## src/awss_defs.vh

```
// Constants for the area wait state select register bank.
`ifndef AWSS_DEFS_VH
`define AWSS_DEFS_VH

// ----------------------------------------
// Register byte offsets
// ----------------------------------------
`define AWSS_OFF_WAIT_HI 8'h00
`define AWSS_OFF_WAIT_LO 8'h04
`define AWSS_OFF_AST 8'h08
`define AWSS_OFF_BCLK_DIV 8'h0C
`define AWSS_OFF_STATUS 8'h10

// ----------------------------------------
// Field layout and reset values
// ----------------------------------------
`define AWSS_WAIT_MASK 16'h7777
`define AWSS_WAIT_RESET 16'h7777
`define AWSS_AST_LSB 8
`define AWSS_AST_RESET 8'hFF
`define AWSS_DIV_RESET 8'h01
`define AWSS_ST_BUSY 0
`define AWSS_ST_AREA_LSB 4
`define AWSS_ST_REMAIN_LSB 8
`define AWSS_ST_COUNT_LSB 16

// ----------------------------------------
// Widths
// ----------------------------------------
`define AWSS_AREAS 8
`define AWSS_WCNT_W 3

`endif

```

## src/awss_bclk_div.v

```verilog
// External bus clock enable divider.
`timescale 1ns/1ps
module awss_bclk_div (
	// Clock and reset
	input wire clk,
	input wire srst,
	// Divider setting: one tick every div+1 clocks
	input wire [7:0] div,
	// Bus clock enable pulse
	output reg tick
);
	reg [7:0] cnt;

	always @(posedge clk) begin
		if (srst) begin
			cnt <= 8'h00;
			tick <= 1'b0;
		end else if (cnt >= div) begin
			cnt <= 8'h00;
			tick <= 1'b1;
		end else begin
			cnt <= cnt + 8'h01;
			tick <= 1'b0;
		end
	end
endmodule // awss_bclk_div

```

## src/awss_top.v

```verilog
// Area wait state select registers with APB access and wait insertion.
//
// Added by the designer: the address map and the APB register port.
`timescale 1ns/1ps
`include "awss_defs.vh"
module awss_top (
	// Clock and reset
	input wire clk,
	input wire srst,
	// APB slave
	input wire psel,
	input wire penable,
	input wire pwrite,
	input wire [7:0] paddr,
	input wire [31:0] pwdata,
	output reg pready,
	output reg [31:0] prdata,
	output reg pslverr,
	// Access request from the bus controller
	input wire acc_start,
	input wire [2:0] acc_area,
	// Wait insertion status
	output reg acc_ready,
	output wire acc_wait,
	output wire acc_done,
	output wire bclk_en
);
	// ----------------------------------------
	// Registers
	// ----------------------------------------
	reg [15:0] wait_count_areas_7_to_4;
	reg [15:0] wait_count_areas_3_to_0;
	reg [7:0] access_state_control_reg;
	reg [7:0] bclk_div;
	reg [15:0] access_count;
	reg [2:0] last_area;

	wire timer_busy;
	wire [2:0] timer_remain;
	wire timer_done;
	wire tick;

	// ----------------------------------------
	// Per-area count selection
	// ----------------------------------------
	// Area n sits at bits 4*(n%4)+2 .. 4*(n%4) of its register.
	wire [31:0] wait_all;
	wire [23:0] eff_count;
	assign wait_all = {wait_count_areas_7_to_4, wait_count_areas_3_to_0};

	genvar a;
	generate
		for (a = 0; a < `AWSS_AREAS; a = a + 1) begin : g_area
			// A two-state area never stretches, whatever its count holds.
			assign eff_count[a*3 +: 3] = access_state_control_reg[a] ?
				wait_all[a*4 +: 3] : 3'h0;
		end
	endgenerate

	reg [2:0] sel_count;
	always @* begin
		sel_count = 3'h0;
		case (acc_area)
		3'd0: sel_count = eff_count[2:0];
		3'd1: sel_count = eff_count[5:3];
		3'd2: sel_count = eff_count[8:6];
		3'd3: sel_count = eff_count[11:9];
		3'd4: sel_count = eff_count[14:12];
		3'd5: sel_count = eff_count[17:15];
		3'd6: sel_count = eff_count[20:18];
		3'd7: sel_count = eff_count[23:21];
		default: sel_count = 3'h0;
		endcase
	end

	// ----------------------------------------
	// Access start
	// ----------------------------------------
	// A start while a previous access still waits is dropped; the caller
	// must watch acc_ready, since queueing would hide the stall length.
	wire start_ok;
	assign start_ok = acc_start & acc_ready;

	always @(posedge clk) begin
		if (srst) begin
			acc_ready <= 1'b1;
			access_count <= 16'h0000;
			last_area <= 3'h0;
		end else begin
			if (start_ok) begin
				access_count <= access_count + 16'h0001;
				last_area <= acc_area;
			end
			// Ready falls for a stretched access and returns the cycle after done.
			if (start_ok && sel_count != 3'h0) begin
				acc_ready <= 1'b0;
			end else if (timer_done) begin
				acc_ready <= 1'b1;
			end
		end
	end

	awss_bclk_div u_div (
		.clk(clk),
		.srst(srst),
		.div(bclk_div),
		.tick(tick)
	);

	awss_wait_timer u_timer (
		.clk(clk),
		.srst(srst),
		.start(start_ok),
		.count(sel_count),
		.tick(tick),
		.busy(timer_busy),
		.remain(timer_remain),
		.done(timer_done)
	);

	assign acc_wait = timer_busy;
	assign acc_done = timer_done;
	assign bclk_en = tick;

	// ----------------------------------------
	// APB slave
	// ----------------------------------------
	// One wait state: the answer is prepared in the first access cycle so
	// that every bus output comes from a flip-flop.
	wire acc_phase;
	wire commit;
	wire mapped;
	assign acc_phase = psel & penable;
	assign commit = acc_phase & pready;
	assign mapped = (paddr == `AWSS_OFF_WAIT_HI) || (paddr == `AWSS_OFF_WAIT_LO) ||
		(paddr == `AWSS_OFF_AST) || (paddr == `AWSS_OFF_BCLK_DIV) ||
		(paddr == `AWSS_OFF_STATUS);

	reg [31:0] rd_value;
	always @* begin
		rd_value = 32'h0000_0000;
		case (paddr)
		`AWSS_OFF_WAIT_HI: rd_value = {16'h0000, wait_count_areas_7_to_4 & `AWSS_WAIT_MASK};
		`AWSS_OFF_WAIT_LO: rd_value = {16'h0000, wait_count_areas_3_to_0 & `AWSS_WAIT_MASK};
		`AWSS_OFF_AST: rd_value = {16'h0000, access_state_control_reg, 8'h00};
		`AWSS_OFF_BCLK_DIV: rd_value = {24'h000000, bclk_div};
		`AWSS_OFF_STATUS: begin
			rd_value[`AWSS_ST_BUSY] = timer_busy;
			rd_value[`AWSS_ST_AREA_LSB +: 3] = last_area;
			rd_value[`AWSS_ST_REMAIN_LSB +: 3] = timer_remain;
			rd_value[`AWSS_ST_COUNT_LSB +: 16] = access_count;
		end
		default: rd_value = 32'h0000_0000;
		endcase
	end

	always @(posedge clk) begin
		if (srst) begin
			pready <= 1'b0;
			prdata <= 32'h0000_0000;
			pslverr <= 1'b0;
		end else if (acc_phase && !pready) begin
			pready <= 1'b1;
			prdata <= pwrite ? 32'h0000_0000 : rd_value;
			pslverr <= ~mapped;
		end else begin
			pready <= 1'b0;
			prdata <= 32'h0000_0000;
			pslverr <= 1'b0;
		end
	end

	// ----------------------------------------
	// Register writes
	// ----------------------------------------
	// A count changed during an access takes effect on the next access only.
	always @(posedge clk) begin
		if (srst) begin
			wait_count_areas_7_to_4 <= `AWSS_WAIT_RESET;
			wait_count_areas_3_to_0 <= `AWSS_WAIT_RESET;
			access_state_control_reg <= `AWSS_AST_RESET;
			bclk_div <= `AWSS_DIV_RESET;
		end else if (commit && pwrite) begin
			case (paddr)
			`AWSS_OFF_WAIT_HI: wait_count_areas_7_to_4 <= pwdata[15:0] & `AWSS_WAIT_MASK;
			`AWSS_OFF_WAIT_LO: wait_count_areas_3_to_0 <= pwdata[15:0] & `AWSS_WAIT_MASK;
			`AWSS_OFF_AST: access_state_control_reg <= pwdata[`AWSS_AST_LSB +: 8];
			`AWSS_OFF_BCLK_DIV: bclk_div <= pwdata[7:0];
			default: ;
			endcase
		end
	end
endmodule // awss_top

```

## src/awss_wait_timer.v

```verilog
// Program wait cycle timer counted in bus clock periods.
`timescale 1ns/1ps
`include "awss_defs.vh"
module awss_wait_timer (
	// Clock and reset
	input wire clk,
	input wire srst,
	// Access start with its already qualified wait count
	input wire start,
	input wire [`AWSS_WCNT_W-1:0] count,
	input wire tick,
	// Timer state
	output reg busy,
	output reg [`AWSS_WCNT_W-1:0] remain,
	output reg done
);
	localparam [1:0] ST_IDLE = 2'b01;
	localparam [1:0] ST_WAIT = 2'b10;

	reg [1:0] state;

	always @(posedge clk) begin
		if (srst) begin
			state <= ST_IDLE;
			busy <= 1'b0;
			remain <= 3'h0;
			done <= 1'b0;
		end else begin
			done <= 1'b0;
			case (state)
			ST_IDLE: begin
				if (start) begin
					// A nonzero count is captured into remain here and counted down once per tick.
					if (count == 3'h0) begin
						done <= 1'b1;
					end else begin
						remain <= count;
						busy <= 1'b1;
						state <= ST_WAIT;
					end
				end
			end
			ST_WAIT: begin
				if (tick) begin
					remain <= remain - 3'h1;
					if (remain == 3'h1) begin
						busy <= 1'b0;
						done <= 1'b1;
						state <= ST_IDLE;
					end
				end
			end
			default: begin
				state <= ST_IDLE;
				busy <= 1'b0;
				remain <= 3'h0;
			end
			endcase
		end
	end
endmodule // awss_wait_timer

```

## config.mk

```make
export PLATFORM = sky130hd
export DESIGN_NAME = awss_top
export DESIGN_NICKNAME = d
export VERILOG_FILES = /design/src/awss_bclk_div.v /design/src/awss_top.v /design/src/awss_wait_timer.v
export VERILOG_INCLUDE_DIRS = /design/src
export SDC_FILE = /design/constraint.sdc
export NUM_CORES = 1
export LEC_CHECK = 0
export ABC_CLOCK_PERIOD_IN_PS = 2560
export BUFFER_PORTS_ARGS = -buffer_cell sky130_fd_sc_hd__buf_2
export CAP_MARGIN = 10
export CORE_ASPECT_RATIO = 1.1
export CORE_MARGIN = 3
export CORE_UTILIZATION = 58
export CTS_BUF_LIST = sky130_fd_sc_hd__clkbuf_4
export CTS_CLUSTER_DIAMETER = 40
export CTS_CLUSTER_SIZE = 14
export DETAILED_ROUTE_END_ITERATION = 6
export GPL_ROUTABILITY_DRIVEN = 1
export PLACE_DENSITY = 0.87
export RECOVER_POWER = 50
export SYNTH_ARGS = -nofsm -noshare
export SYNTH_HDL_FRONTEND = slang
export SYNTH_HIERARCHICAL = 1
export SYNTH_SLANG_ARGS = --single-unit
```

## constraint.sdc

```tcl
create_clock -name clk -period 2.56 [get_ports clk]
set_input_delay 0.384 -clock clk [delete_from_list [all_inputs] [get_ports clk]]
set_output_delay 0.384 -clock clk [all_outputs]
set_load 0.02 [all_outputs]
```

==> results of run 1 <==
[how the worst min path moves through the flow]
stage,cells past startpoint,slack (ps),end,startpoint
after detailed placement,2,450,last_area[0],last_area[0]
after floorplan,2,440,last_area[0],last_area[0]
after CTS,3,170,bclk_div[7],pwdata[7]
after global placement,2,450,last_area[2],last_area[2]
final,3,190,bclk_div[3],pwdata[3]
after global routing,3,180,bclk_div[2],pwdata[2]
[cell usage after synthesis, types with 3 or more instances]
library cell and n:
dfxtp_1 109, and3_1 54, nor2_1 40, a211o_1 32, a21oi_1 28, nand2_1 24, clkbuf_1 23, inv_1 21
nand3_1 19, ha_1 14, a22oi_1 13, o21ai_0 12, mux2i_1 11, xnor2_1 9, nor3_1 8, and4_1 7
nor3_2 7, xor2_1 7, nand3b_1 5, a222oi_1 4, and4b_1 4, nand4_1 4, nor2b_1 4, a22o_1 3
buf_1 3, buf_2 3, nand4b_1 3, nor4bb_1 3, o2bb2ai_1 3, o31ai_1 3, or4_1 3
[placed cells by master (no fill, tap or decap), drive strengths merged, types with 2 or more instances in the layout]
cell type / Yosys / layout
a211o: 32 / 32
a21oi: 29 / 29
a222oi: 4 / 4
a22o: 3 / 3
a22oi: 13 / 13
and2: 2 / 2
and3: 54 / 54
and4: 7 / 7
and4b: 4 / 4
buf: 7 / 43
bufinv: 0 / 4
clkbuf: 23 / 48
dfxtp: 109 / 109
ha: 14 / 14
inv: 21 / 23
mux2: 2 / 2
mux2i: 11 / 11
nand2: 25 / 25
nand2b: 2 / 2
nand3: 19 / 19
nand3b: 5 / 5
nand4: 4 / 4
nand4b: 3 / 3
nor2: 40 / 40
nor2b: 5 / 5
nor3: 15 / 15
nor4: 3 / 3
nor4bb: 3 / 3
o21a: 2 / 2
o21ai: 12 / 12
o2bb2ai: 3 / 3
o31ai: 4 / 4
or2b: 2 / 2
or3: 2 / 2
or4: 5 / 5
xnor2: 9 / 9
xor2: 7 / 7
[per-stage QoR]
step / util / power [W] / std cells / setup WS [ps] / cell area [um^2]
2_1_floorplan: - / 0.00219 / 515 / 426 / 4860
3_5_place_dp: 0.660 / 0.00234 / 675 / 59.3 / 5310
6_report: 0.681 / 0.00348 / 691 / 310 / 5470
5_1_grt: 0.681 / 0.00362 / 691 / 180 / 5470
3_3_place_gp: 0.660 / 0.00231 / 675 / 161 / 5310
4_1_cts: 0.687 / 0.00349 / 691 / 283 / 5520
[area by class of cell]
type                            instances  area (um^2)  share of cell area
Tap cell                              108          135              0.0247
Multi-Input combinational cell        355         2480               0.453
Inverter                               21         78.8              0.0144
Timing Repair Buffer                   82          387              0.0706
Clock inverter                          7          145              0.0265
Clock buffer                            9         67.6              0.0123
Sequential cell                       109         2180               0.399
[layer usage]
metal | part of all wire | global-route usage
met5 | 0 | 0
met4 | 0.028 | 0.118
met3 | 0.064 | 0.0442
met2 | 0.50 | 0.464
met1 | 0.41 | 0.324
[worst max-delay path: cells and delay by family, from the launching register on]
kind | cells | cell delay, ps
and+or+nand+nor | 4 | 930
AOI/OAI and AO/OA | 2 | 580
muxes | 1 | 240
DFF | 1 | 390
[power groups by stage]
stage	logic [W]	registers, W	clock network, W
3_5_place_dp	0.000512	0.00183	0
5_1_grt	0.000566	0.00180	0.00125
2_1_floorplan	0.000362	0.00183	0
3_3_place_gp	0.000486	0.00182	0
6_report	0.000515	0.00179	0.00118
4_1_cts	0.000514	0.00179	0.00119
[cell families (layout without fill, tap and decap cells)]
group                      after synthesis  after routing  synth area share
xor gates and xnor gates                16             16            0.0289
AOI/OAI and AO/OA                      107            107             0.164
muxes                                   13             13            0.0273
and+or+nand+nor                        205            205             0.253
DFF                                    109            109             0.449
adders and majority gates               14             14            0.0361
buffers and inverters                   51            119            0.0417
[what timing repair did]
| item | in CTS | in global routing |
|---|---|---|
| hold buffers | 0 | 0 |
| setup endpoints to repair | 0 | 1 |
| hold endpoints to repair | 0 | 0 |
| gates resized for setup | 0 | 1 |
| buffers inserted | 0 | 0 |
==> metrics, run 1 <==
synth warn=6; Achievable Freq=444 MHz; outcome=finished, final reports clean; die area=9510 um^2; Main synth FF type=dfxtp_1; r2r startpoint=access_state_control_reg[1]; Antenna Cells=0; layout net count=around 640; CP endpoint kind=flop; reg2reg end=u_timer/remain[1]; max FFs per register=32; Initial Util=0.604; Layout area overhead=12.7%; Slew headroom=0.422; part of the power in registers=0.514; register-to-register setup slack=310 ps; Top Registers=prdata (32), access_count (16); Period minus WS final=2250 ps; Clock power frac=0.338; Max Cap Viol=0; half-perimeter wire length after placement=8.72 mm; Max Slew Vio Count=0; Worst Path Required=2880 ps; TritonCTS Buffers=9; # rows=34; Longest Clk Path Bufs=2; CTS Sinks=109; clock-pin transition on the worst setup and hold timing paths=170 ps; Reg2Reg Depth=7; area share of the largest cell type after synthesis=0.449; Residual DRC=0; Int Power=0.00255 W; first-pass GRT wire length=a little over 20 mm; antenna-violating nets left=0; Die Wd=93.2 um; CP endpoint=u_timer/remain[1]; largest fanout on the critical path=4; PwrDens=636 nW/um^2; Top reg by flops=prdata; TNS Setup=0 ps; final-report setup violation count=0; crit path cell chain=nor4bb_1 -> a22oi_1 -> nand4b_1 -> nor3_1 -> a221oi_2 -> mux2i_1 -> nor2_1; worst slew pin tran=867 ps; core area=8040 um^2; Clock Latency Late Sink=440 ps; Hold Path Class=input port to flop; hold slack=188 ps; EDFF count, synth=0; ys async rst share=0; filler instances=about 670; RSZ-0062 raised after global routing=false; total grt overflow=0; Netlist Area Pre-Place=approximately 5000 um^2; largest net degree at the start of global routing=78; Cells after Synth=515; clock root buffer=clkbuf_4; Final Hold Viols=0; clk_skew=between 10 and 15 ps; synth top area cells=dfxtp_1, and3_1, a211o_1, ha_1, nor2_1; Via density=6.21; Comb pwr share=0.148; Switching Share=0.267; gpl congestion=0.990; die height=102 um; initial DRC count=around 270; sw power=0.000932 W; share of cells above drive strength 1=0.137; critical path class=flop to flop; initial antenna violation count=0; Top-Level Pins=87; Mapped Avg Cell Area=9.43 um^2; Worst EP arrival=2570 ps; biggest cell delay along the critical path=510 ps; GRT Overall Usage=0.266; first drt pass iteration count=5; post-synthesis sequential area ratio=0.449; CP max stage cell=nor4bb_1; CTS tree=done; critical path launch point type=flop; WL final=12.4 mm; Synth cell types=between 50 and 60; H-tree level count=3; Leak=2.27 nW; port bufs=70; Yosys reg bits=109; vias in the first global route=4,095; cell accounting for the most synthesized area=dfxtp_1; period utilisation layout=0.879; WL/cell=18.0 um; vias=4,291; syn nets=578; worst vdd ir=379 uV; Worst Setup SP=access_state_control_reg[1]
Power figures use the tool's default switching activity.
==> run 2, diff against run 1 <==
ABC_CLOCK_PERIOD_IN_PS = 1900   (was 2560)
CORE_UTILIZATION = 52   (was 58)
PLACE_DENSITY = 0.83   (was 0.87)
clock period = 1.9 ns   (was 2.56 ns; I/O delays follow)
==> run 2 against run 1 <==
Against the previous run: final area increased by 5.3%; sequential share of layout area decreased by 1.8 points; clock skew increased by 7.3 ps; utilization decreased by 3.8 points; routed wire length increased by 3.6%; the flow now finishes with violations (setup timing); critical path type unchanged; combinational power increased by 52%.
==> metrics, run 2 (synthesis results as in run 1) <==
dpl cell area=5580 um^2 (+5.1%); Longest Clk Path Bufs=2 (unchanged); Residual DRC=0 (unchanged); RSZ-0062 raised after global routing=true; layout net count=670 (+4.5%); most common cell after layout, fill and taps aside=dfxtp_1; CP endpoint kind=flop; Worst Hold Path EP=bclk_div[7]; Reg2Reg Depth=7 (unchanged); Seq. cell area=2190 um^2 (+0.40%); share of cells above drive strength 1=0.206 (+0.0690); Via density=6.18 (-0.40%); Final Util=0.643 (-0.0379); Worst Path Required=2280 ps (-600 ps); critical path class=flop to flop; initial DRC count=424 (+55%); # rows=36 (+5.9%); first drt pass iteration count=7 (+2); Hold Crit Depth=3 (unchanged); CTS Sinks=109 (unchanged); Antenna Cells=0 (unchanged); part of the power in registers=0.554 (+0.040); Final Cell Area=5760 um^2 (+5.3%); core area=8960 um^2 (+11%); Clock Latency Late Sink=470 ps (+30 ps); Comb pwr share=0.180 (+0.032); area of the multi-input gates=2570 um^2 (+3.9%); crit path cell chain=and4b_2 -> a22oi_2 -> nand4b_1 -> nor3_4 -> buf_4 -> and3b_1 -> o21a_1; r2r startpoint=access_state_control_reg[3]; hold slack=60.7 ps (-127 ps); die area=10,500 um^2 (+11%); Final Hold Viols=0 (unchanged); initial antenna violation count=0 (unchanged); outcome=finished with violations; Int Power=0.00311 W (+22%); largest fanout on the critical path=3 (-1); worst setup margin=-67.0 ps (-377 ps); Worst EP arrival=2350 ps (-220 ps); gpl congestion=0.919 (-7.2%); port bufs=70 (unchanged); commonest non-fill, non-tap cells in the layout=dfxtp_1, and3_1, nor2_1, clkbuf_1, buf_4; Leak=2.41 nW (+6.0%); Slew headroom=0.391 (-0.0308); first-pass GRT wire length=20.7 mm (+2.6%); die height=107 um (+5.3%); clock-pin transition on the worst setup and hold timing paths=170 ps (about the same); Switching Share=0.286 (+0.0190); WL/cell=17.8 um (-1.2%); Die Wd=98.1 um (+5.2%); TritonCTS Buffers=9 (unchanged); Layout area overhead=18.7%; WL final=12.9 mm (+3.6%); Worst Path Buf+Inv=1 (+1); sw power=0.00125 W (+34%); final-report setup violation count=3 (+3); largest net degree at the start of global routing=78 (unchanged); total grt overflow=0 (unchanged); period utilisation layout=1.04 (+0.156); biggest cell delay along the critical path=370 ps (-140 ps); worst vdd ir=405 uV (+6.7%); Period minus WS final=1970 ps (-283 ps); GRT Overall Usage=0.243 (-0.0234); clk_skew=17.4 ps (+7.33 ps); TNS Setup=-156 ps (-156 ps); max FFs per register=32 (unchanged); Initial Util=0.542 (-0.0622); cell family with most CP delay=simple AND/OR/NAND/NOR gates; antenna-violating nets left=0 (unchanged); clock root buffer=clkbuf_4; Top reg by flops=prdata; vias=4,484 (+4.5%); Top-Level Pins=87 (unchanged); worst slew pin tran=913 ps (+46.2 ps); critical path launch point type=flop; half-perimeter wire length after placement=9.01 mm (+3.4%); filler instances=710 (+5.8%); reg2reg end=u_timer/busy; vias in the first global route=4,282 (+4.6%); hold buffers post-CTS=0 (unchanged); Placement Setup Slack=-258 ps (-317 ps); Hold Path Class=input port to flop; CP max stage cell=dfxtp_2; PwrDens=756 nW/um^2 (+19%); Achievable Freq=508 MHz (+14%); CTS tree=done; Max Slew Vio Count=0 (unchanged); register-to-register setup slack=-70 ps (-380 ps); Max Cap Viol=0 (unchanged); Hold Path Origin=pwdata[7]; violated checks=setup timing; Clock power frac=0.266 (-0.072); H-tree level count=3 (unchanged); Top Registers=prdata (32), access_count (16)
-- run 2: changes by cell type in the layout (fill, tap and decap cells not counted), moves of 3 or more --
| cell | before | now |
|---|---|---|
| buf_4 | 10 | 36 |
| dfxtp_1 | 109 | 102 |
| dfxtp_2 | 0 | 7 |
| bufinv_16 | 4 | 1 |
| a22oi_2 | 0 | 6 |
| a22oi_1 | 13 | 7 |
| nor4bb_1 | 3 | 0 |
| buf_12 | 0 | 3 |
-- run 2: power groups by stage --
stage                     clock (W)  combinational [W]  sequential, W
final                       0.00116           0.000782        0.00241
after global routing        0.00127           0.000846        0.00242
after CTS                   0.00117           0.000746        0.00241
after detailed placement          0           0.000724        0.00246
after global placement            0           0.000699        0.00246
after floorplan                   0           0.000491        0.00246
-- run 2: cell type report --
cell class / instances / share of cell area
Inverter: 21 / 0.0137
Clock inverter: 4 / 0.00869
Multi-Input combinational cell: 355 / 0.447
Timing Repair Buffer: 111 / 0.111
Sequential cell: 109 / 0.380
Clock buffer: 11 / 0.0143
Tap cell: 114 / 0.0248
-- run 2: stage by stage --
step | std cells | total power (W)
floorplan | 515 | 0.00296
global placement | 708 | 0.00316
detailed placement | 708 | 0.00319
CTS | 723 | 0.00433
global route | 725 | 0.00454
finish | 725 | 0.00435
-- run 2: timing repair --
item                                    4_1_cts  5_1_grt
endpoints found under the setup margin        3        6
endpoints found under the hold margin         0        0
buffers inserted                              0        3
resized for setup                             5       17
pin swaps                                     2        6
-- run 2: worst max path at each step --
stage	slack, ps	depth (start not counted)	endpoint	startpoint
4_1_cts	20	10	u_timer/remain[2]	access_state_control_reg[4]
3_3_place_gp	-140	9	u_timer/remain[1]	acc_area[2]
2_1_floorplan	30	8	u_timer/remain[0]	acc_area[1]
3_5_place_dp	-260	10	u_timer/remain[2]	acc_area[2]
6_report	-70	7	u_timer/busy	access_state_control_reg[3]
5_1_grt	-140	8	u_timer/remain[2]	access_state_control_reg[4]
-- run 2: metal layers --
metal / vias to the layer above / GRT usage / part of all wire
li1: 2064 / - / -
met1: 2137 / 0.292 / 0.40
met2: 233 / 0.419 / 0.49
met3: 50 / 0.0402 / 0.073
met4: 0 / 0.123 / 0.040
met5: - / 0 / 0
-- run 2: worst reg2reg max path, delay by kind of cell (launching register included) --
kind | cells | cell delay (ps)
simple gates | 4 | 990
compound gates | 2 | 350
buf+inv | 1 | 160
flops | 1 | 370
==> run 3, diff against run 2 <==
BUFFER_PORTS_ARGS = -buffer_cell sky130_fd_sc_hd__buf_4   (was -buffer_cell sky130_fd_sc_hd__buf_2)
CTS_CLUSTER_DIAMETER = not set   (was 40)
PLACE_DENSITY = 0.85   (was 0.83)
==> run 3 against run 2 <==
Against the previous run: the flow still finishes with violations (setup timing); critical path depth is the same; hold slack worse by 5.8 ps; die area did not move; cell count increased by 0.55%; combinational power rose by 4.1%; via count down 1.2%; register-to-register slack gained 70 ps; global-route usage decreased by 0.20 points; final area increased by 0.76%; highest routed layer unchanged.
==> metrics, run 3 (synthesis results as in run 1) <==
biggest cell delay along the critical path=360 ps (about the same); largest fanout on the critical path=3 (unchanged); Max Cap Viol=0 (unchanged); CTS Sinks=109 (unchanged); cell family with most CP delay=simple AND/OR/NAND/NOR gates; Achievable Freq=526 MHz (+3.4%); Period minus WS final=1900 ps (-65.2 ps); Top-Level Pins=87 (unchanged); Clock Latency Late Sink=470 ps (about the same); worst setup margin=-1.80 ps (+65.2 ps); die area=10,500 um^2 (unchanged); Slew headroom=0.403 (+0.0116); half-perimeter wire length after placement=9.15 mm (+1.6%); Via density=6.08 (-1.7%); area of the multi-input gates=2570 um^2 (about the same); # rows=36 (unchanged); worst slew pin tran=895 ps (-17.4 ps); CTS tree=done; vias=4,431 (-1.2%); max FFs per register=32 (unchanged); initial antenna violation count=0 (unchanged); initial DRC count=357 (-16%); Antenna Cells=0 (unchanged); critical path launch point type=flop; clk_skew=11.4 ps (-6.00 ps); first drt pass iteration count=7 (unchanged); first-pass GRT wire length=20.5 mm (-0.87%); Worst Path Buf+Inv=1 (unchanged); port bufs=70 (unchanged); Hold Path Class=input port to flop; CP endpoint kind=flop; vias in the first global route=4,399 (+2.7%); die height=107 um (unchanged); Residual DRC=0 (unchanged); share of cells above drive strength 1=0.200 (-0.00622); period utilisation layout=1.00 (-0.0343); Leak=2.43 nW (+0.82%); clock root buffer=clkbuf_4; most common cell after layout, fill and taps aside=dfxtp_1; outcome=finished with violations; CP max stage cell=dfxtp_2; worst vdd ir=569 uV (+41%); Longest Clk Path Bufs=2 (unchanged); violated checks=setup timing; Initial Util=0.542 (unchanged); critical path class=flop to flop; PwrDens=743 nW/um^2 (-1.6%); placed cells=709 (+0.14%); total grt overflow=0 (unchanged); core area=8960 um^2 (unchanged); antenna-violating nets left=0 (unchanged); filler instances=743 (+4.6%); Top Registers=prdata (32), access_count (16); gpl congestion=0.926 (+0.82%); final-report setup violation count=1 (-2); RSZ-0062 raised after global routing=true; H-tree level count=3 (unchanged); crit path cell chain=and4b_2 -> a22oi_2 -> nand4b_1 -> nor3_4 -> a221oi_4 -> buf_4 -> o32ai_1; Placement Setup Slack=-288 ps (-29.9 ps); WL final=12.9 mm (-0.12%); overall power=0.00432 W (-0.89%); Final Util=0.648 (+0.00489); TritonCTS Buffers=9 (unchanged); TNS Setup=-1.80 ps (+154 ps); Top reg by flops=prdata; Max Slew Vio Count=0 (unchanged); Worst Path Required=2290 ps (about the same); clock-pin transition on the worst setup and hold timing paths=160 ps (about the same); commonest non-fill, non-tap cells in the layout=dfxtp_1, buf_4, and3_1, clkbuf_1, nor2_1; GRT Overall Usage=0.241 (-0.00196); non-filler cells in the finished layout=729 (+0.55%); Seq. cell area=2190 um^2 (-0.17%); layout net count=673 (+0.45%); Layout area overhead=19.6%; WL/cell=17.7 um (-0.67%); largest net degree at the start of global routing=42 (-46%); Final Hold Viols=0 (unchanged); Die Wd=98.1 um (unchanged); hold buffers post-CTS=0 (unchanged); Worst EP arrival=2290 ps (-60 ps)
-- run 3: worst paths after layout --
path                  endpoint  slack (ps)  cells past startpoint                   startpoint
max          u_timer/remain[2]          -2                      7  access_state_control_reg[3]
min                bclk_div[3]          50                      3                    pwdata[3]
max reg2reg  u_timer/remain[2]          -2                      7  access_state_control_reg[3]
min reg2reg       last_area[1]         480                      2                 last_area[1]
-- run 3: metal layers --
layer | vias to the layer above | track usage | routed length (um)
met3 | 45 | 0.0395 | 791
met2 | 176 | 0.420 | 6290
met4 | 0 | 0.144 | 562
li1 | 2073 | - | -
met1 | 2137 | 0.277 | 5230
met5 | - | 0 | 0
-- run 3: tightest hold or removal path, stage by stage --
cell     delay [ps]
buf_4           110
nand3_1          50
a21oi_1          50
-- run 3: cell type report --
class,count,share of cell area
Multi-Input combinational cell,355,0.443
Sequential cell,109,0.377
Timing Repair Buffer,114,0.120
Tap cell,114,0.0246
Inverter,21,0.0136
Clock buffer,9,0.0116
Clock inverter,7,0.00991
-- run 3: per-stage QoR --
step	instance area, um^2	hold slack (ps)
after detailed placement	5720	453
after global routing	5810	42.7
after global placement	5720	445
after floorplan	4880	357
final	5810	54.9
after CTS	5900	38.3
-- run 3: what timing repair did --
action                                  CTS  global route
cloned                                    0             0
setup buffers                             2             4
pin swaps                                 4            10
gates resized for setup                   6            11
endpoints found under the setup margin    5             6
-- run 3: power breakdown --
part           internal (W)  switching, W
combinational      0.000355      0.000459
sequential          0.00235     0.0000648
clock              0.000285      0.000802
